File: src/icb_pkg.sv
// shared constants and types for the interrupt and bank control block
package icb_pkg;
  // register byte offsets on the avalon slave
  localparam logic [6:0] ADDR_INSTR = 7'h00;
  localparam logic [6:0] ADDR_STATUS = 7'h04;
  localparam logic [6:0] ADDR_IO_ADDR = 7'h08;
  localparam logic [6:0] ADDR_PC = 7'h0c;
  localparam logic [6:0] ADDR_IDX_BASE = 7'h40;
  // status register field positions
  localparam int ST_INT_EN = 0;
  localparam int ST_ACK = 1;
  localparam int ST_INT_FF = 2;
  localparam int ST_HALT = 3;
  localparam int ST_STOP = 4;
  localparam int ST_BANK = 5;
  localparam int ST_ROM_BANK = 6;
  localparam int ST_PEND = 7;
  localparam int ST_ACC = 8;
  localparam int ST_SP = 12;
  // opcodes of the supplemental group
  localparam logic [7:0] OP_NOP = 8'h00;
  localparam logic [7:0] OP_HALT = 8'h01;
  localparam logic [7:0] OP_RET_RESEND = 8'h02;
  localparam logic [7:0] OP_OR4 = 8'h04;
  localparam logic [7:0] OP_OR5 = 8'h05;
  localparam logic [7:0] OP_AN6 = 8'h06;
  localparam logic [7:0] OP_AN7 = 8'h07;
  localparam logic [7:0] OP_DB0 = 8'h08;
  localparam logic [7:0] OP_DB1 = 8'h09;
  localparam logic [7:0] OP_SB0 = 8'h0a;
  localparam logic [7:0] OP_SB1 = 8'h0b;
  localparam logic [7:0] OP_EIN = 8'h0c;
  localparam logic [7:0] OP_DIN = 8'h0d;
  // high nibbles of opcode groups
  localparam logic [3:0] HI_JCN = 4'h1;
  localparam logic [3:0] HI_FIM_SRC = 4'h2;
  localparam logic [3:0] HI_JIN = 4'h3;
  localparam logic [3:0] HI_JUN = 4'h4;
  localparam logic [3:0] HI_JMS = 4'h5;
  localparam logic [3:0] HI_ISZ = 4'h7;
  // forced call target: page 0, location 3
  localparam logic [11:0] FORCED_CALL_ADDR = 12'h003;
  // cycles between a designate instruction's end and the bank change
  localparam logic [1:0] ROM_BANK_DELAY = 2'h2;
  localparam logic [11:0] PC_RESET = 12'h000;
  localparam logic [2:0] SP_RESET = 3'h0;
  localparam logic [3:0] ACC_RESET = 4'h0;
  localparam logic [7:0] IO_ADDR_RESET = 8'h00;

  typedef enum logic [2:0] {
    PH_A1, PH_A2, PH_A3, PH_M1, PH_M2, PH_X1, PH_X2, PH_X3
  } icb_phase_t;

  typedef struct packed {
    logic [7:0] operand;
    logic [7:0] opcode;
  } icb_instr_t;

  typedef struct packed {
    logic [1:0] rom_bank_select_line;
    logic ram_bank_select_line;
    logic [3:0] data;
    logic data_oe;
    logic data_in_block;
    logic int_ack;
    logic stop_ack;
  } icb_pins_t;
endpackage

File: src/icb_mem.sv
// small synchronous memory with registered read data
module icb_mem #(
  parameter int WIDTH = 12,
  parameter int DEPTH = 8,
  parameter int AW = 3
) (
  input wire logic mclk,
  input wire logic we,
  input wire logic [AW-1:0] waddr,
  input wire logic [WIDTH-1:0] wdata,
  input wire logic [AW-1:0] raddr,
  output logic [WIDTH-1:0] rdata_q
);
  logic [WIDTH-1:0] mem [DEPTH];

  if (DEPTH > (1 << AW) || WIDTH < 1) begin : g_bad
    $error("icb_mem: depth does not fit the address width");
  end

  always_ff @(posedge mclk) begin
    if (we) begin
      mem[waddr] <= wdata;
    end
    rdata_q <= mem[raddr];
  end
endmodule

File: src/icb_core.sv
// interrupt entry, return-and-resend, index and rom bank control
// What this block does
// - request caught into latch at memory_phase_two
// - interrupt flop sets at next single-cycle address_phase_one
// - following cycle holds pc, blocks input, calls 003
// - acknowledge flop sets at execute_phase_three
// - acknowledge holds until return; refuses new requests
// - twenty-four index registers, two lower banks, one upper
// - fixed-register instructions use selected lower bank
// - bank select saved on entry, restored on return
// - reset selects index bank zero
// - send_register_control fills eight-bit io address latch
// - io address latch frozen while acknowledge active
// - return restores pc, resends address, strobes selects
// - stack of eight twelve-bit entries
// - forced call pushes unincremented pc; return pops it
// - reset disables interrupts until enable instruction
// - enable and disable instructions gate interrupt detection
// - stop wins when both latched together
// - interrupt flop setting clears halt
// - two rom bank select outputs
// - designate bank takes effect third cycle later
// - designate bank instructions suppress interrupt recognition
// - opcodes 0c enable, 0d disable interrupts
// - opcode 02 is return_and_resend_io_address
// - opcodes 0a, 0b select index bank zero, one
//
// Chosen here: the placing of the registers and register access over Avalon-MM.
module icb_core #(
  parameter int STACK_DEPTH = 8,
  parameter int IDX_REGS = 24
) (
  input wire logic mclk,
  input wire logic rstn,
  input wire logic [6:0] avs_address,
  input wire logic avs_read,
  input wire logic avs_write,
  input wire logic [31:0] avs_writedata,
  output logic [31:0] avs_readdata,
  output logic avs_waitrequest,
  input wire logic int_req_pin,
  input wire logic stop_pin,
  output icb_pkg::icb_pins_t pins
);
  if (STACK_DEPTH != 8 || IDX_REGS != 24) begin : g_bad
    $error("icb_core: stack and index sizes are fixed by the decode");
  end

  // maps a logical index register to its physical slot
  function automatic logic [4:0] idx_phys(input logic [3:0] n, input logic bank);
    if (n[3]) begin
      idx_phys = {2'b10, n[2:0]};
    end else begin
      idx_phys = {1'b0, bank, n[2:0]};
    end
  endfunction

  function automatic logic is_double(input logic [7:0] op);
    is_double = (op[7:4] == icb_pkg::HI_JCN) || (op[7:4] == icb_pkg::HI_JUN) ||
                (op[7:4] == icb_pkg::HI_JMS) || (op[7:4] == icb_pkg::HI_ISZ) ||
                (op[7:4] == icb_pkg::HI_FIM_SRC && !op[0]);
  endfunction

  icb_pkg::icb_phase_t ph_q, ph_d;
  icb_pkg::icb_instr_t cur_q, cur_d, pend_q, pend_d;
  icb_pkg::icb_pins_t pins_q, pins_d;
  logic pend_v_q, pend_v_d, dbl_q, dbl_d, exec_q, exec_d, forced_q, forced_d;
  logic [11:0] pc_q, pc_d;
  logic [2:0] sp_q, sp_d;
  logic [3:0] acc_q, acc_d;
  logic int_en_q, int_en_d, int_latch_q, int_latch_d, stop_latch_q, stop_latch_d;
  logic int_ff_q, int_ff_d, ack_q, ack_d, halt_q, halt_d, stop_ff_q, stop_ff_d;
  logic bank_q, bank_d, bank_saved_q, bank_saved_d;
  logic [7:0] io_addr_q, io_addr_d;
  logic cr3_q, cr3_d, rom_bank_q, rom_bank_d;
  logic [1:0] db_cnt_q, db_cnt_d;
  logic int_s1_q, int_s2_q, stop_s1_q, stop_s2_q;
  logic wait_q, wait_d, idx_pend_q, idx_pend_d;
  logic [31:0] rdata_q, rdata_d;
  logic stk_we, idx_we;
  logic [2:0] stk_waddr, stk_raddr;
  logic [11:0] stk_wdata, stk_rdata;
  logic [4:0] idx_waddr, idx_raddr;
  logic [3:0] idx_wdata, idx_rdata;
  logic [7:0] op;
  logic is_db, port_busy, bus_req, bus_idx;

  assign avs_readdata = rdata_q;
  assign avs_waitrequest = wait_q;
  assign pins = pins_q;

  icb_mem #(.WIDTH(12), .DEPTH(STACK_DEPTH), .AW(3)) u_stack (
    .mclk(mclk),
    .we(stk_we),
    .waddr(stk_waddr),
    .wdata(stk_wdata),
    .raddr(stk_raddr),
    .rdata_q(stk_rdata)
  );

  icb_mem #(.WIDTH(4), .DEPTH(IDX_REGS), .AW(5)) u_index (
    .mclk(mclk),
    .we(idx_we),
    .waddr(idx_waddr),
    .wdata(idx_wdata),
    .raddr(idx_raddr),
    .rdata_q(idx_rdata)
  );

  // pins are asynchronous; only the second stage is read
  always_ff @(posedge mclk) begin
    if (!rstn) begin
      int_s1_q <= 1'b0;
      int_s2_q <= 1'b0;
      stop_s1_q <= 1'b0;
      stop_s2_q <= 1'b0;
    end else begin
      int_s1_q <= int_req_pin;
      int_s2_q <= int_s1_q;
      stop_s1_q <= stop_pin;
      stop_s2_q <= stop_s1_q;
    end
  end

  assign op = cur_q.opcode;
  assign is_db = exec_q && (op == icb_pkg::OP_DB0 || op == icb_pkg::OP_DB1);
  // the index port belongs to the instruction at memory_phase_two and X1
  assign port_busy = (ph_q == icb_pkg::PH_M2) || (ph_q == icb_pkg::PH_X1);
  assign bus_req = avs_read || avs_write;
  assign bus_idx = avs_address >= icb_pkg::ADDR_IDX_BASE;

  always_comb begin
    ph_d = (ph_q == icb_pkg::PH_X3) ? icb_pkg::PH_A1 : icb_pkg::icb_phase_t'(ph_q + 3'h1);
    cur_d = cur_q;
    pend_d = pend_q;
    pend_v_d = pend_v_q;
    dbl_d = dbl_q;
    exec_d = exec_q;
    forced_d = forced_q;
    pc_d = pc_q;
    sp_d = sp_q;
    acc_d = acc_q;
    int_en_d = int_en_q;
    int_latch_d = int_latch_q;
    stop_latch_d = stop_latch_q;
    int_ff_d = int_ff_q;
    ack_d = ack_q;
    halt_d = halt_q;
    stop_ff_d = stop_ff_q;
    bank_d = bank_q;
    bank_saved_d = bank_saved_q;
    io_addr_d = io_addr_q;
    cr3_d = cr3_q;
    rom_bank_d = rom_bank_q;
    db_cnt_d = db_cnt_q;
    pins_d = pins_q;
    pins_d.ram_bank_select_line = 1'b0;
    pins_d.rom_bank_select_line = 2'b00;
    pins_d.data_oe = 1'b0;
    pins_d.data = 4'h0;
    stk_we = 1'b0;
    stk_waddr = sp_q;
    stk_wdata = pc_q;
    stk_raddr = sp_q - 3'h1;
    idx_we = 1'b0;
    idx_waddr = 5'h00;
    idx_wdata = 4'h0;
    idx_raddr = idx_phys(avs_address[5:2], 1'b0);
    wait_d = 1'b1;
    idx_pend_d = idx_pend_q;
    rdata_d = rdata_q;

    unique case (ph_q)
      icb_pkg::PH_A1: begin
        if (dbl_q) begin
          dbl_d = 1'b0;
        end else begin
          forced_d = 1'b0;
          exec_d = 1'b0;
          cur_d.opcode = icb_pkg::OP_NOP;
          if (stop_latch_q) begin
            stop_ff_d = 1'b1;
            halt_d = 1'b0;
          end
          if (int_ff_q) begin
            // forced call to 0,3: pc frozen, bus input blocked
            int_ff_d = 1'b0;
            forced_d = 1'b1;
            cur_d.opcode = {icb_pkg::HI_JMS, 4'h0};
          end else if (stop_latch_q || stop_ff_q || halt_q) begin
            cur_d.opcode = icb_pkg::OP_NOP;
          end else if (pend_v_q) begin
            cur_d = pend_q;
            pend_v_d = 1'b0;
            exec_d = 1'b1;
            dbl_d = is_double(pend_q.opcode);
          end
          // stop holds priority; halt still lets the interrupt in
          if (int_latch_q && !stop_latch_q && !(stop_ff_q && !halt_q) && !int_ff_q) begin
            int_ff_d = 1'b1;
            int_latch_d = 1'b0;
            halt_d = 1'b0;
          end
        end
      end
      icb_pkg::PH_A3: begin
        pins_d.rom_bank_select_line = rom_bank_q ? 2'b10 : 2'b01;
      end
      icb_pkg::PH_M2: begin
        stop_latch_d = stop_s2_q;
        // refused while acknowledged, disabled, or a bank switch runs
        if (int_s2_q && int_en_q && !ack_q && !int_ff_q && !forced_q &&
            !is_db && db_cnt_q == 2'h0) begin
          int_latch_d = 1'b1;
        end
        if (op[7:4] == icb_pkg::HI_JIN && !op[0]) begin
          idx_raddr = idx_phys({op[3:1], 1'b0}, bank_q);
        end else begin
          idx_raddr = idx_phys(op[3:0], bank_q);
        end
      end
      icb_pkg::PH_X1: begin
        idx_raddr = idx_phys({op[3:1], 1'b1}, bank_q);
        if (exec_q && !dbl_q) begin
          unique case (op)
            icb_pkg::OP_OR4, icb_pkg::OP_OR5: acc_d = acc_q | idx_rdata;
            icb_pkg::OP_AN6, icb_pkg::OP_AN7: acc_d = acc_q & idx_rdata;
            default: acc_d = acc_q;
          endcase
          if (op[7:4] == icb_pkg::HI_JIN && !op[0]) begin
            pc_d = {pc_q[11:8], idx_rdata, pc_q[3:0]};
          end
        end
      end
      icb_pkg::PH_X2: begin
        if (exec_q && op[7:4] == icb_pkg::HI_JIN && !op[0]) begin
          pc_d = {pc_q[11:4], idx_rdata};
        end
        if (exec_q && op[7:4] == icb_pkg::HI_FIM_SRC && op[0]) begin
          pins_d.data = cur_q.operand[7:4];
          pins_d.data_oe = 1'b1;
          pins_d.ram_bank_select_line = 1'b1;
          pins_d.rom_bank_select_line = rom_bank_q ? 2'b10 : 2'b01;
          if (!ack_q) begin
            io_addr_d[7:4] = cur_q.operand[7:4];
          end
        end
        if (exec_q && op == icb_pkg::OP_RET_RESEND) begin
          pc_d = stk_rdata;
          pins_d.data = io_addr_q[7:4];
          pins_d.data_oe = 1'b1;
          pins_d.ram_bank_select_line = 1'b1;
          pins_d.rom_bank_select_line = rom_bank_q ? 2'b10 : 2'b01;
        end
      end
      icb_pkg::PH_X3: begin
        if (!stop_latch_q && !halt_q) begin
          stop_ff_d = 1'b0;
        end
        if (db_cnt_q != 2'h0) begin
          db_cnt_d = db_cnt_q - 2'h1;
          if (db_cnt_q == 2'h1) begin
            rom_bank_d = cr3_q;
          end
        end
        if (forced_q) begin
          ack_d = 1'b1;
          stk_we = 1'b1;
          sp_d = sp_q + 3'h1;
          pc_d = icb_pkg::FORCED_CALL_ADDR;
          bank_saved_d = bank_q;
        end else if (exec_q && !dbl_q) begin
          pc_d = pc_q + 12'h001;
          unique case (op)
            icb_pkg::OP_HALT: begin
              halt_d = 1'b1;
              stop_ff_d = 1'b1;
            end
            icb_pkg::OP_RET_RESEND: begin
              pc_d = pc_q;
              sp_d = sp_q - 3'h1;
              ack_d = 1'b0;
              bank_d = bank_saved_q;
              pins_d.data = io_addr_q[3:0];
              pins_d.data_oe = 1'b1;
            end
            icb_pkg::OP_DB0, icb_pkg::OP_DB1: begin
              cr3_d = op[0];
              db_cnt_d = icb_pkg::ROM_BANK_DELAY;
            end
            icb_pkg::OP_SB0: bank_d = 1'b0;
            icb_pkg::OP_SB1: bank_d = 1'b1;
            icb_pkg::OP_EIN: int_en_d = 1'b1;
            icb_pkg::OP_DIN: int_en_d = 1'b0;
            default: begin
              if (op[7:4] == icb_pkg::HI_FIM_SRC && op[0]) begin
                pins_d.data = cur_q.operand[3:0];
                pins_d.data_oe = 1'b1;
                if (!ack_q) begin
                  io_addr_d[3:0] = cur_q.operand[3:0];
                end
              end
              if (op[7:4] == icb_pkg::HI_JIN && !op[0]) begin
                pc_d = pc_q;
              end
            end
          endcase
        end else if (exec_q && dbl_q) begin
          pc_d = pc_q + 12'h002;
          if (op[7:4] == icb_pkg::HI_JUN) begin
            pc_d = {op[3:0], cur_q.operand};
          end
          if (op[7:4] == icb_pkg::HI_JMS) begin
            stk_we = 1'b1;
            stk_wdata = pc_q + 12'h002;
            sp_d = sp_q + 3'h1;
            pc_d = {op[3:0], cur_q.operand};
          end
        end
      end
      default: begin
        cur_d = cur_q;
      end
    endcase

    pins_d.int_ack = ack_d;
    pins_d.stop_ack = stop_ff_d;
    pins_d.data_in_block = forced_d || stop_ff_d || halt_d;

    // bus slave: one answer cycle with waitrequest low
    if (bus_req && wait_q) begin
      if (bus_idx) begin
        if (avs_write) begin
          if (!port_busy) begin
            idx_we = 1'b1;
            idx_waddr = idx_phys(avs_address[5:2], bank_q);
            idx_wdata = avs_writedata[3:0];
            wait_d = 1'b0;
          end
        end else if (idx_pend_q) begin
          idx_pend_d = 1'b0;
          rdata_d = {28'h0000000, idx_rdata};
          wait_d = 1'b0;
        end else if (!port_busy) begin
          idx_raddr = idx_phys(avs_address[5:2], bank_q);
          idx_pend_d = 1'b1;
        end
      end else begin
        wait_d = 1'b0;
        rdata_d = 32'h00000000;
        unique case (avs_address)
          icb_pkg::ADDR_INSTR: begin
            if (avs_write) begin
              // a second instruction waits until the first is taken
              if (pend_v_q) begin
                wait_d = 1'b1;
              end else begin
                pend_d = avs_writedata[15:0];
                pend_v_d = 1'b1;
              end
            end
          end
          icb_pkg::ADDR_STATUS: begin
            rdata_d[icb_pkg::ST_INT_EN] = int_en_q;
            rdata_d[icb_pkg::ST_ACK] = ack_q;
            rdata_d[icb_pkg::ST_INT_FF] = int_ff_q;
            rdata_d[icb_pkg::ST_HALT] = halt_q;
            rdata_d[icb_pkg::ST_STOP] = stop_ff_q;
            rdata_d[icb_pkg::ST_BANK] = bank_q;
            rdata_d[icb_pkg::ST_ROM_BANK] = rom_bank_q;
            rdata_d[icb_pkg::ST_PEND] = pend_v_q;
            rdata_d[icb_pkg::ST_ACC +: 4] = acc_q;
            rdata_d[icb_pkg::ST_SP +: 3] = sp_q;
          end
          icb_pkg::ADDR_IO_ADDR: rdata_d[7:0] = io_addr_q;
          icb_pkg::ADDR_PC: rdata_d[11:0] = pc_q;
          default: rdata_d = 32'h00000000;
        endcase
      end
    end
  end

  always_ff @(posedge mclk) begin
    if (!rstn) begin
      ph_q <= icb_pkg::PH_A1;
      cur_q <= '0;
      pend_q <= '0;
      pend_v_q <= 1'b0;
      dbl_q <= 1'b0;
      exec_q <= 1'b0;
      forced_q <= 1'b0;
      pc_q <= icb_pkg::PC_RESET;
      sp_q <= icb_pkg::SP_RESET;
      acc_q <= icb_pkg::ACC_RESET;
      int_en_q <= 1'b0;
      int_latch_q <= 1'b0;
      stop_latch_q <= 1'b0;
      int_ff_q <= 1'b0;
      ack_q <= 1'b0;
      halt_q <= 1'b0;
      stop_ff_q <= 1'b0;
      bank_q <= 1'b0;
      bank_saved_q <= 1'b0;
      io_addr_q <= icb_pkg::IO_ADDR_RESET;
      cr3_q <= 1'b0;
      rom_bank_q <= 1'b0;
      db_cnt_q <= 2'h0;
      pins_q <= '0;
      wait_q <= 1'b1;
      idx_pend_q <= 1'b0;
      rdata_q <= 32'h00000000;
    end else begin
      ph_q <= ph_d;
      cur_q <= cur_d;
      pend_q <= pend_d;
      pend_v_q <= pend_v_d;
      dbl_q <= dbl_d;
      exec_q <= exec_d;
      forced_q <= forced_d;
      pc_q <= pc_d;
      sp_q <= sp_d;
      acc_q <= acc_d;
      int_en_q <= int_en_d;
      int_latch_q <= int_latch_d;
      stop_latch_q <= stop_latch_d;
      int_ff_q <= int_ff_d;
      ack_q <= ack_d;
      halt_q <= halt_d;
      stop_ff_q <= stop_ff_d;
      bank_q <= bank_d;
      bank_saved_q <= bank_saved_d;
      io_addr_q <= io_addr_d;
      cr3_q <= cr3_d;
      rom_bank_q <= rom_bank_d;
      db_cnt_q <= db_cnt_d;
      pins_q <= pins_d;
      wait_q <= wait_d;
      idx_pend_q <= idx_pend_d;
      rdata_q <= rdata_d;
    end
  end
endmodule

File: config.mk
export PLATFORM = sky130hd
export DESIGN_NAME = icb_core
export DESIGN_NICKNAME = d
export VERILOG_FILES = /design/src/icb_pkg.sv /design/src/icb_mem.sv /design/src/icb_core.sv
export SDC_FILE = /design/constraint.sdc
export NUM_CORES = 1
export LEC_CHECK = 0
export BUFFER_PORTS_ARGS = -buffer_cell sky130_fd_sc_hd__buf_2
export CORE_AREA = 2 2 170 172
export DETAILED_ROUTE_END_ITERATION = 16
export DIE_AREA = 0 0 172 174
export PLACE_DENSITY_LB_ADDON = 0.15
export SLEW_MARGIN = 20
export SYNTH_ARGS = -nofsm -noshare
export SYNTH_HDL_FRONTEND = slang
export SYNTH_SLANG_ARGS = --single-unit
File: constraint.sdc
create_clock -name mclk -period 3.2 [get_ports mclk]
set_input_delay 0.64 -clock mclk [delete_from_list [all_inputs] [get_ports mclk]]
set_output_delay 0.64 -clock mclk [all_outputs]
set_load 0.03 [all_outputs]
After elaboration in Yosys (flattened, before gate mapping)
Memories as Yosys holds them, arrays and structs flattened. A register that Yosys moved wholly into a read port is not among the register bits. Cells that the tools add are included.

Add/sub/neg operators: 6. $lt $le $gt $ge: 1. Reduce and logical (&&, ||, !) cells: 85. Equal/unequal tests: 43. Bitwise logic cells: 13. Muxes and demuxes: 128.

Operators by type and width (number): $mux W12 (12); $mux W32 (3); $mux W5 (18); $mux W1 (58); $mux W8 (7); $eq A8 B4 Y1 const B (6); $pmux W12 S3 (1); $eq A8 B3 Y1 const B (4); $pmux W5 S2 (3); $pmux W12 S2 (1); $pmux W8 S3 (1); $logic_and A1 B1 Y1 (23); $eq A4 B3 Y1 const B (5); $mux W4 (5); $reduce_and A4 Y1 (5); $mux W3 (6); $reduce_and A3 Y1 (6); $reduce_and A6 Y1 (3); $pmux W4 S2 (2); $eq A7 B4 Y1 const B (2); $reduce_bool A2 Y1 (7); $add A12 B1 Y12 const B (1); $add A12 B2 Y12 const B (1); $eq A3 B3 Y1 const B (4); other kinds (36) (92).

RAM bits: 192. Output and inout bits: 44. Bits in registers: 126. Word-level logic and storage cells: 318. Memories: 2. Bits of input ports: 45.

Memory list: u_index.mem (words 24, width 4, rd ports 1, clocked after Yosys merged registers in 1, wr ports 1, line icb_mem.sv:14) `logic [WIDTH-1:0] mem [DEPTH];`; u_stack.mem (words 8, width 12, rd ports 1, clocked after Yosys merged registers in 1, wr ports 1, line icb_mem.sv:14).

Longest topological paths before layout
Depth in word-level cells: 11. Mapped depth: 11. Gate-level depth less buffers: 8.

Cells and area by module
From an unflattened synthesis, not the netlist that was laid out.

Cell total of the unflattened synthesis: 1117. Area, all modules: 13959.6 um^2.

By module, submodules not included: icb_core (area an instance 5993.2 um^2, times used 1, cells each 720, sequential area each 2182.1 um^2); icb_mem at u_stack (area an instance 3987.6 um^2, times used 1, cells each 164, sequential area each 3123.0 um^2); icb_mem at u_index (area an instance 3978.8 um^2, times used 1, cells each 233, sequential area each 2962.8 um^2).

Worst setup path after synthesis
OpenSTA, ideal clock, no wires.

Path type: reg-to-reg. From: reg sp_q[0]. To: reg u_stack.rdata_q[10], read port of u_stack.mem. Stages on the path, launching flop included: 9. Path buffers: 4. Setup slack: 0.450 ns. Arrival: 2.629 ns. Data required time: 3.079 ns. Setup time: 0.121 ns. Clock period less this slack: 2.750 ns. Cell sequence: dfxtp_1 -> buf_2 -> buf_1 -> inv_1 -> ha_1 -> clkbuf_1 -> clkbuf_1 -> mux4_2 -> mux2_2.

Longest elaborated chain between the ends: 1.

Ends and longest elaborated chain: from (decl) (line icb_core.sv:69) `logic [2:0] sp_q, sp_d;`; from (signal assigned) (line icb_core.sv:393) `sp_q <= icb_pkg::SP_RESET;`; from (signal assigned) (line icb_core.sv:421) `sp_q <= sp_d;`; $sub A3 B1 Y3 (line icb_core.sv:164) `stk_raddr = sp_q - 3'h1;`; to (decl) (line icb_mem.sv:12) `output logic [WIDTH-1:0] rdata_q`.

No other way between the ends. A chain may end at the register's enable or synchronous reset.

Worst setup path in the final report
From: reg ph_q[0]. To: mem u_index.mem[8][0], in the netlist u_index.mem[2][0], enable pin.

Longest elaborated chain between the ends: 8. Elaborated cells between the ends (all ways): 13. Those cells by class: eq/ne: 2; mux: 10; reduce/logical: 1.

Ends and longest elaborated chain: from (decl) (line icb_core.sv:64) `icb_pkg::icb_phase_t ph_q, ph_d;`; from (signal assigned) (line icb_core.sv:385) `ph_q <= icb_pkg::PH_A1;`; from (signal assigned) (line icb_core.sv:413) `ph_q <= ph_d;`; $eq A3 B3 Y1 (line icb_core.sv:128) `assign port_busy = (ph_q == icb_pkg::PH_M2) || (ph_q == icb_pkg::PH_X1);`; $logic_or A1 B1 Y1 (*) (line icb_core.sv:128); $mux W1 (line icb_core.sv:334) `if (!port_busy) begin`; $mux W1 (line icb_core.sv:333) `if (avs_write) begin`; $mux W1 (line icb_core.sv:332) `if (bus_idx) begin`; $mux W1 (line icb_core.sv:331) `if (bus_req && wait_q) begin`; $mux W1 (line icb_mem.sv:21) `if (we) begin`; $mux W1 (not written as such) (line icb_mem.sv:22) `mem[waddr] <= wdata;`; to (decl) (line icb_mem.sv:14).

Every way passes the cells marked *; elsewhere a longest branch is shown, timed or not.

==> reports/summary.log <==
qor: placed_design.final_hpwl_dp 22,940 um
qor: critical_path.worstSetupStartpointType register
qor: critical_path.worst_r2r_endpoint u_index.mem[2][0]$_DFFE_PP_
qor: finish.final_layout_size_suffix_gt1_share 16.77%
qor: placed_design.place_inst 1,580
qor: finish.final.fill_count 2,442
qor: critical_path.setup.reg_to_reg.worst_slack 0.49 ns
qor: global_route.global_route_usage_over_all_layers 22.90%
qor: yosys.synth.top_cell.area_share 41.48%
qor: yosys.synth-compound-area-share 10.59%
qor: floorplanning.io-pin-count 89
qor: sta.post-route-min-period 2.713 ns
qor: floorplanning.die_w 172 um
qor: finish.antennaDiodeCount 0
qor: yosys.yosys.area_share.simple 14.79%
qor: worst_hold_path.hold_depth 2
qor: yosys.synth.top_cells.by_area sky130_fd_sc_hd__edfxtp_1 (41%), sky130_fd_sc_hd__dfxtp_1 (18%), sky130_fd_sc_hd__mux4_2 (4.1%)
qor: route.ant_nets 0
qor: sta.worst_slew_pin_slew 0.8582 ns
qor: global_route.grt_start_max_net_pins 77
qor: power.maximum_vdd_drop 0.3821 mV
qor: yosys.synth.distinct_cells 76
qor: power.power_density 552.9 nW/um2
qor: sta.finalClockSkew 0.01728 ns
qor: critical_path.reg2regPathDepth 8
qor: finish.syn2layout_area_growth 12.76%
qor: critical_path.critical_path.max_fanout 7
qor: yosys.netlist.top_cell.by_area sky130_fd_sc_hd__edfxtp_1
qor: yosys.post_synth_xor_area_fraction 1.260%
qor: sta.unrepaired_setup_endpoints_after_global_routing no
qor: cts.clkSlewWorstSetupHoldPaths 0.06 ns
qor: cts.cts_buffers 34
qor: sta.timing_hold_violations_final 0
qor: yosys.synth-seq-cells 317
qor: yosys.post_synth_mux_area_share 9.379%
qor: finish.finish.instance_area 15,680 um2
qor: floorplanning.placement_rows 62
qor: route.detail_route.first_pass.iterations 5
qor: critical_path.worst-endpoint-arrival 2.86 ns
qor: cts.cts_tree yes
qor: finish.final-instance-count-excl-fill 1,642
qor: cts.cts-hold-fix-buffers 0
qor: route.finalWirelength 33,660 um
qor: route.vias 9,429
qor: sta.timing.slew.headroom 42.79%
qor: floorplanning.floorplan.core_area 28,240 um2
qor: sta.tns 0 ns
qor: yosys.fraction_of_registers_with_async_set_reset 0%
qor: finish.seq_area 8269 um2
qor: yosys.synth_top_family_by_area simple AND/OR/NAND/NOR gates
qor: sta.fmaxAchievable 368.6 MHz
qor: floorplanning.die_area 29,930 um2
qor: finish.multi_input_area 5201 um2
qor: cts.post_cts_resized 0
qor: worst_hold_path.min_to int_s1_q$_SDFF_PN0_
qor: cts.clock_tree.root_cell sky130_fd_sc_hd__clkbuf_16
qor: sta.layout_worst_path_cycle_share 84.78%
qor: route.dr.first_iter.drc_count 1,016
qor: yosys.synth_seq_area_share 59.48%
qor: placed_design.gp_congestion 0.9054
qor: floorplanning.starting_density_of_the_core 49.23%
qor: placed_design.post_dp_cell_area 14,600 um2
qor: critical_path.worst-setup-path-type reg -> reg
qor: yosys.synth_ff_type sky130_fd_sc_hd__edfxtp_1
qor: cts.ctsHtreeMaxLevel 2
qor: sta.report.final.setup_viol 0
qor: finish.layout.nets 1,286
qor: global_route.grt_pass1_vias 8,992
qor: cts.cts.repair_timing.setup_buffer_count 0
qor: power.power.leakage 5.582 nW
qor: yosys.number_of_flops_mapped_to_enable_cells_by_yosys 192
qor: critical_path.critical_path.endpoint_type register
qor: worst_hold_path.min_from int_req_pin
qor: global_route.total_overflow_reported_by_the_global_router 0
qor: yosys.yosysWarningCount 0
qor: yosys.syn_area 13,900 um2
qor: worst_hold_path.class_of_the_most_critical_hold_timing_path in -> reg
qor: cts.cts.path.max_buffers 3
qor: yosys.postSynthAreaPerCell 11.86 um2
qor: floorplanning.die_y 174 um
qor: route.routed_wire_length_per_instance 20.50 um
qor: status.run_status completed
qor: cts.clock_latency_on_the_worst_skew_pair 0.52 ns
qor: global_route.grt_pass1_wl 52,580 um
qor: yosys.synthCells 1,172
qor: route.remaining_drc_errors 0
qor: critical_path.cp.required 3.35 ns
qor: job.cap_violations 0
qor: sta.holdWs 0.3305 ns
qor: global_route.number_of_antenna_violations_at_the_first_check_in_global_routing 1
qor: sta.slew_violations 0
qor: route.drt-vias-per-instance 5.742
qor: placed_design.io_buffer_count 55
qor: critical_path.worst_r2r_startpoint ph_q[0]$_SDFF_PP0_
qor: cts.cts_num_sinks 317
qor: yosys.synth-adder-area-share 0.8101%
layer usage:
metal  track usage, %  vias to the layer above  share of wire (%)
li1                 -                     4444                  -
met1            33.23                     4651                 45
met2            36.48                      279                 48
met5                0                        -              0.039
met3            3.256                       53                5.2
met4            5.637                        2                2.0
logic make-up after synthesis:
group                      Yosys count
AOI/OAI and AO/OA                  217
xor gates and xnor gates            20
adders and majority gates            9
buffers and inverters              101
DFF                                317
muxes                               96
other                                1
and+or+nand+nor                    411
final cells by class:
type                            count  area share (%)
Tap cell                          384           3.065
Clock inverter                     11          0.8062
Timing Repair Buffer               95           3.831
Clock buffer                       51           6.027
Inverter                           14          0.3352
Multi-Input combinational cell    770           33.18
Sequential cell                   317           52.75
synthesized netlist by cell type (3+ instances only):
cell,number
sky130_fd_sc_hd__inv_1,14
sky130_fd_sc_hd__a22oi_1,16
sky130_fd_sc_hd__buf_4,21
sky130_fd_sc_hd__ha_1,9
sky130_fd_sc_hd__mux4_2,25
sky130_fd_sc_hd__o21ai_1,3
sky130_fd_sc_hd__edfxtp_1,192
sky130_fd_sc_hd__buf_1,3
sky130_fd_sc_hd__a21boi_0,10
sky130_fd_sc_hd__xor2_1,9
sky130_fd_sc_hd__and3_1,5
sky130_fd_sc_hd__nor2_1,76
sky130_fd_sc_hd__o21ai_0,40
sky130_fd_sc_hd__clkbuf_1,43
sky130_fd_sc_hd__nor4_1,9
sky130_fd_sc_hd__xnor2_1,11
sky130_fd_sc_hd__mux2_2,21
sky130_fd_sc_hd__nor2b_1,38
sky130_fd_sc_hd__or4_1,3
sky130_fd_sc_hd__a21oi_1,55
sky130_fd_sc_hd__nand3_1,42
sky130_fd_sc_hd__a222oi_1,3
sky130_fd_sc_hd__a32oi_1,8
sky130_fd_sc_hd__nand2b_1,13
sky130_fd_sc_hd__nand2_1,138
sky130_fd_sc_hd__and2_1,16
sky130_fd_sc_hd__o22ai_1,4
sky130_fd_sc_hd__a21boi_1,3
sky130_fd_sc_hd__a31oi_1,10
sky130_fd_sc_hd__or3_1,6
sky130_fd_sc_hd__nand3b_1,3
sky130_fd_sc_hd__nor3b_1,6
sky130_fd_sc_hd__buf_2,17
sky130_fd_sc_hd__nand4_1,8
sky130_fd_sc_hd__a21o_1,4
sky130_fd_sc_hd__dfxtp_1,125
sky130_fd_sc_hd__o2111ai_1,5
sky130_fd_sc_hd__nor3_1,27
sky130_fd_sc_hd__a211oi_1,7
sky130_fd_sc_hd__a22o_1,10
sky130_fd_sc_hd__mux2i_1,49
sky130_fd_sc_hd__o211ai_1,9
sky130_fd_sc_hd__a221oi_1,11
layout by cell type, fill, tap and decap left out, drive strengths merged, types with 12 or more instances in the layout:
cell type | synthesis | final
a21boi | 13 | 13
a21oi | 56 | 56
a22oi | 16 | 16
and2 | 16 | 16
buf | 44 | 95
clkbuf | 43 | 51
conb | 1 | 17
dfxtp | 125 | 125
edfxtp | 192 | 192
inv | 14 | 16
mux2 | 21 | 21
mux2i | 50 | 50
mux4 | 25 | 25
nand2 | 140 | 140
nand2b | 13 | 13
nand3 | 42 | 42
nor2 | 79 | 79
nor2b | 38 | 38
nor3 | 30 | 30
nor4 | 12 | 12
o21ai | 44 | 44
worst max-delay path by stage:
stage / startpoint / endpoint / slack [ns]
after CTS: ph_q[0]$_SDFF_PP0_ / u_index.mem[2][3]$_DFFE_PP_ / 0.49
final: ph_q[0]$_SDFF_PP0_ / u_index.mem[2][0]$_DFFE_PP_ / 0.49
after global routing: ph_q[0]$_SDFF_PP0_ / u_index.mem[2][1]$_DFFE_PP_ / 0.29
after global placement: ph_q[0]$_SDFF_PP0_ / u_index.mem[2][3]$_DFFE_PP_ / 0.55
after floorplan: sp_q[0]$_SDFFE_PN0P_ / u_stack.rdata_q[10]$_DFF_P_ / 0.45
after detailed placement: ph_q[0]$_SDFF_PP0_ / u_index.mem[2][3]$_DFFE_PP_ / 0.52
flip-flops by register name, summed over array words and instances (netlist names), 2 cells and up:
register / cells
sp_q: 3
ph_q: 3
pc_q: 12
op: 8
u_stack.rdata_q: 12
pend_q: 16
acc_q: 4
u_index.mem: 96
avs_readdata: 15
cur_q: 8
pins: 9
db_cnt_q: 2
u_stack.mem: 96
io_addr_q: 8
u_index.rdata_q: 4
critical path: stages, from the launching register on:
cell,delay [ns]
sky130_fd_sc_hd__dfxtp_1,0.36
sky130_fd_sc_hd__inv_1,0.08
sky130_fd_sc_hd__ha_1,0.29
sky130_fd_sc_hd__o21a_2,0.31
sky130_fd_sc_hd__nor3b_2,0.21
sky130_fd_sc_hd__or3b_1,0.44
sky130_fd_sc_hd__inv_1,0.08
sky130_fd_sc_hd__nand2_1,0.10
sky130_fd_sc_hd__nor3_1,0.47
per-stage QoR:
stage	total power [mW]	setup WS (ns)	util, %
2_1_floorplan	4.810	0.4502	-
3_3_place_gp	4.959	0.5538	51.72
3_5_place_dp	4.962	0.5174	51.72
4_1_cts	8.733	0.4950	55.51
5_1_grt	8.965	0.2850	55.51
6_report	8.666	0.4870	55.51
power by group:
| part | switching (mW) | internal, mW |
|---|---|---|
| Sequential | 0.0530 | 4.34 |
| Clock | 1.56 | 2.22 |
| Combinational | 0.330 | 0.154 |
| Total | 1.95 | 6.72 |
Note: power is estimated with default switching activity, not from simulation.
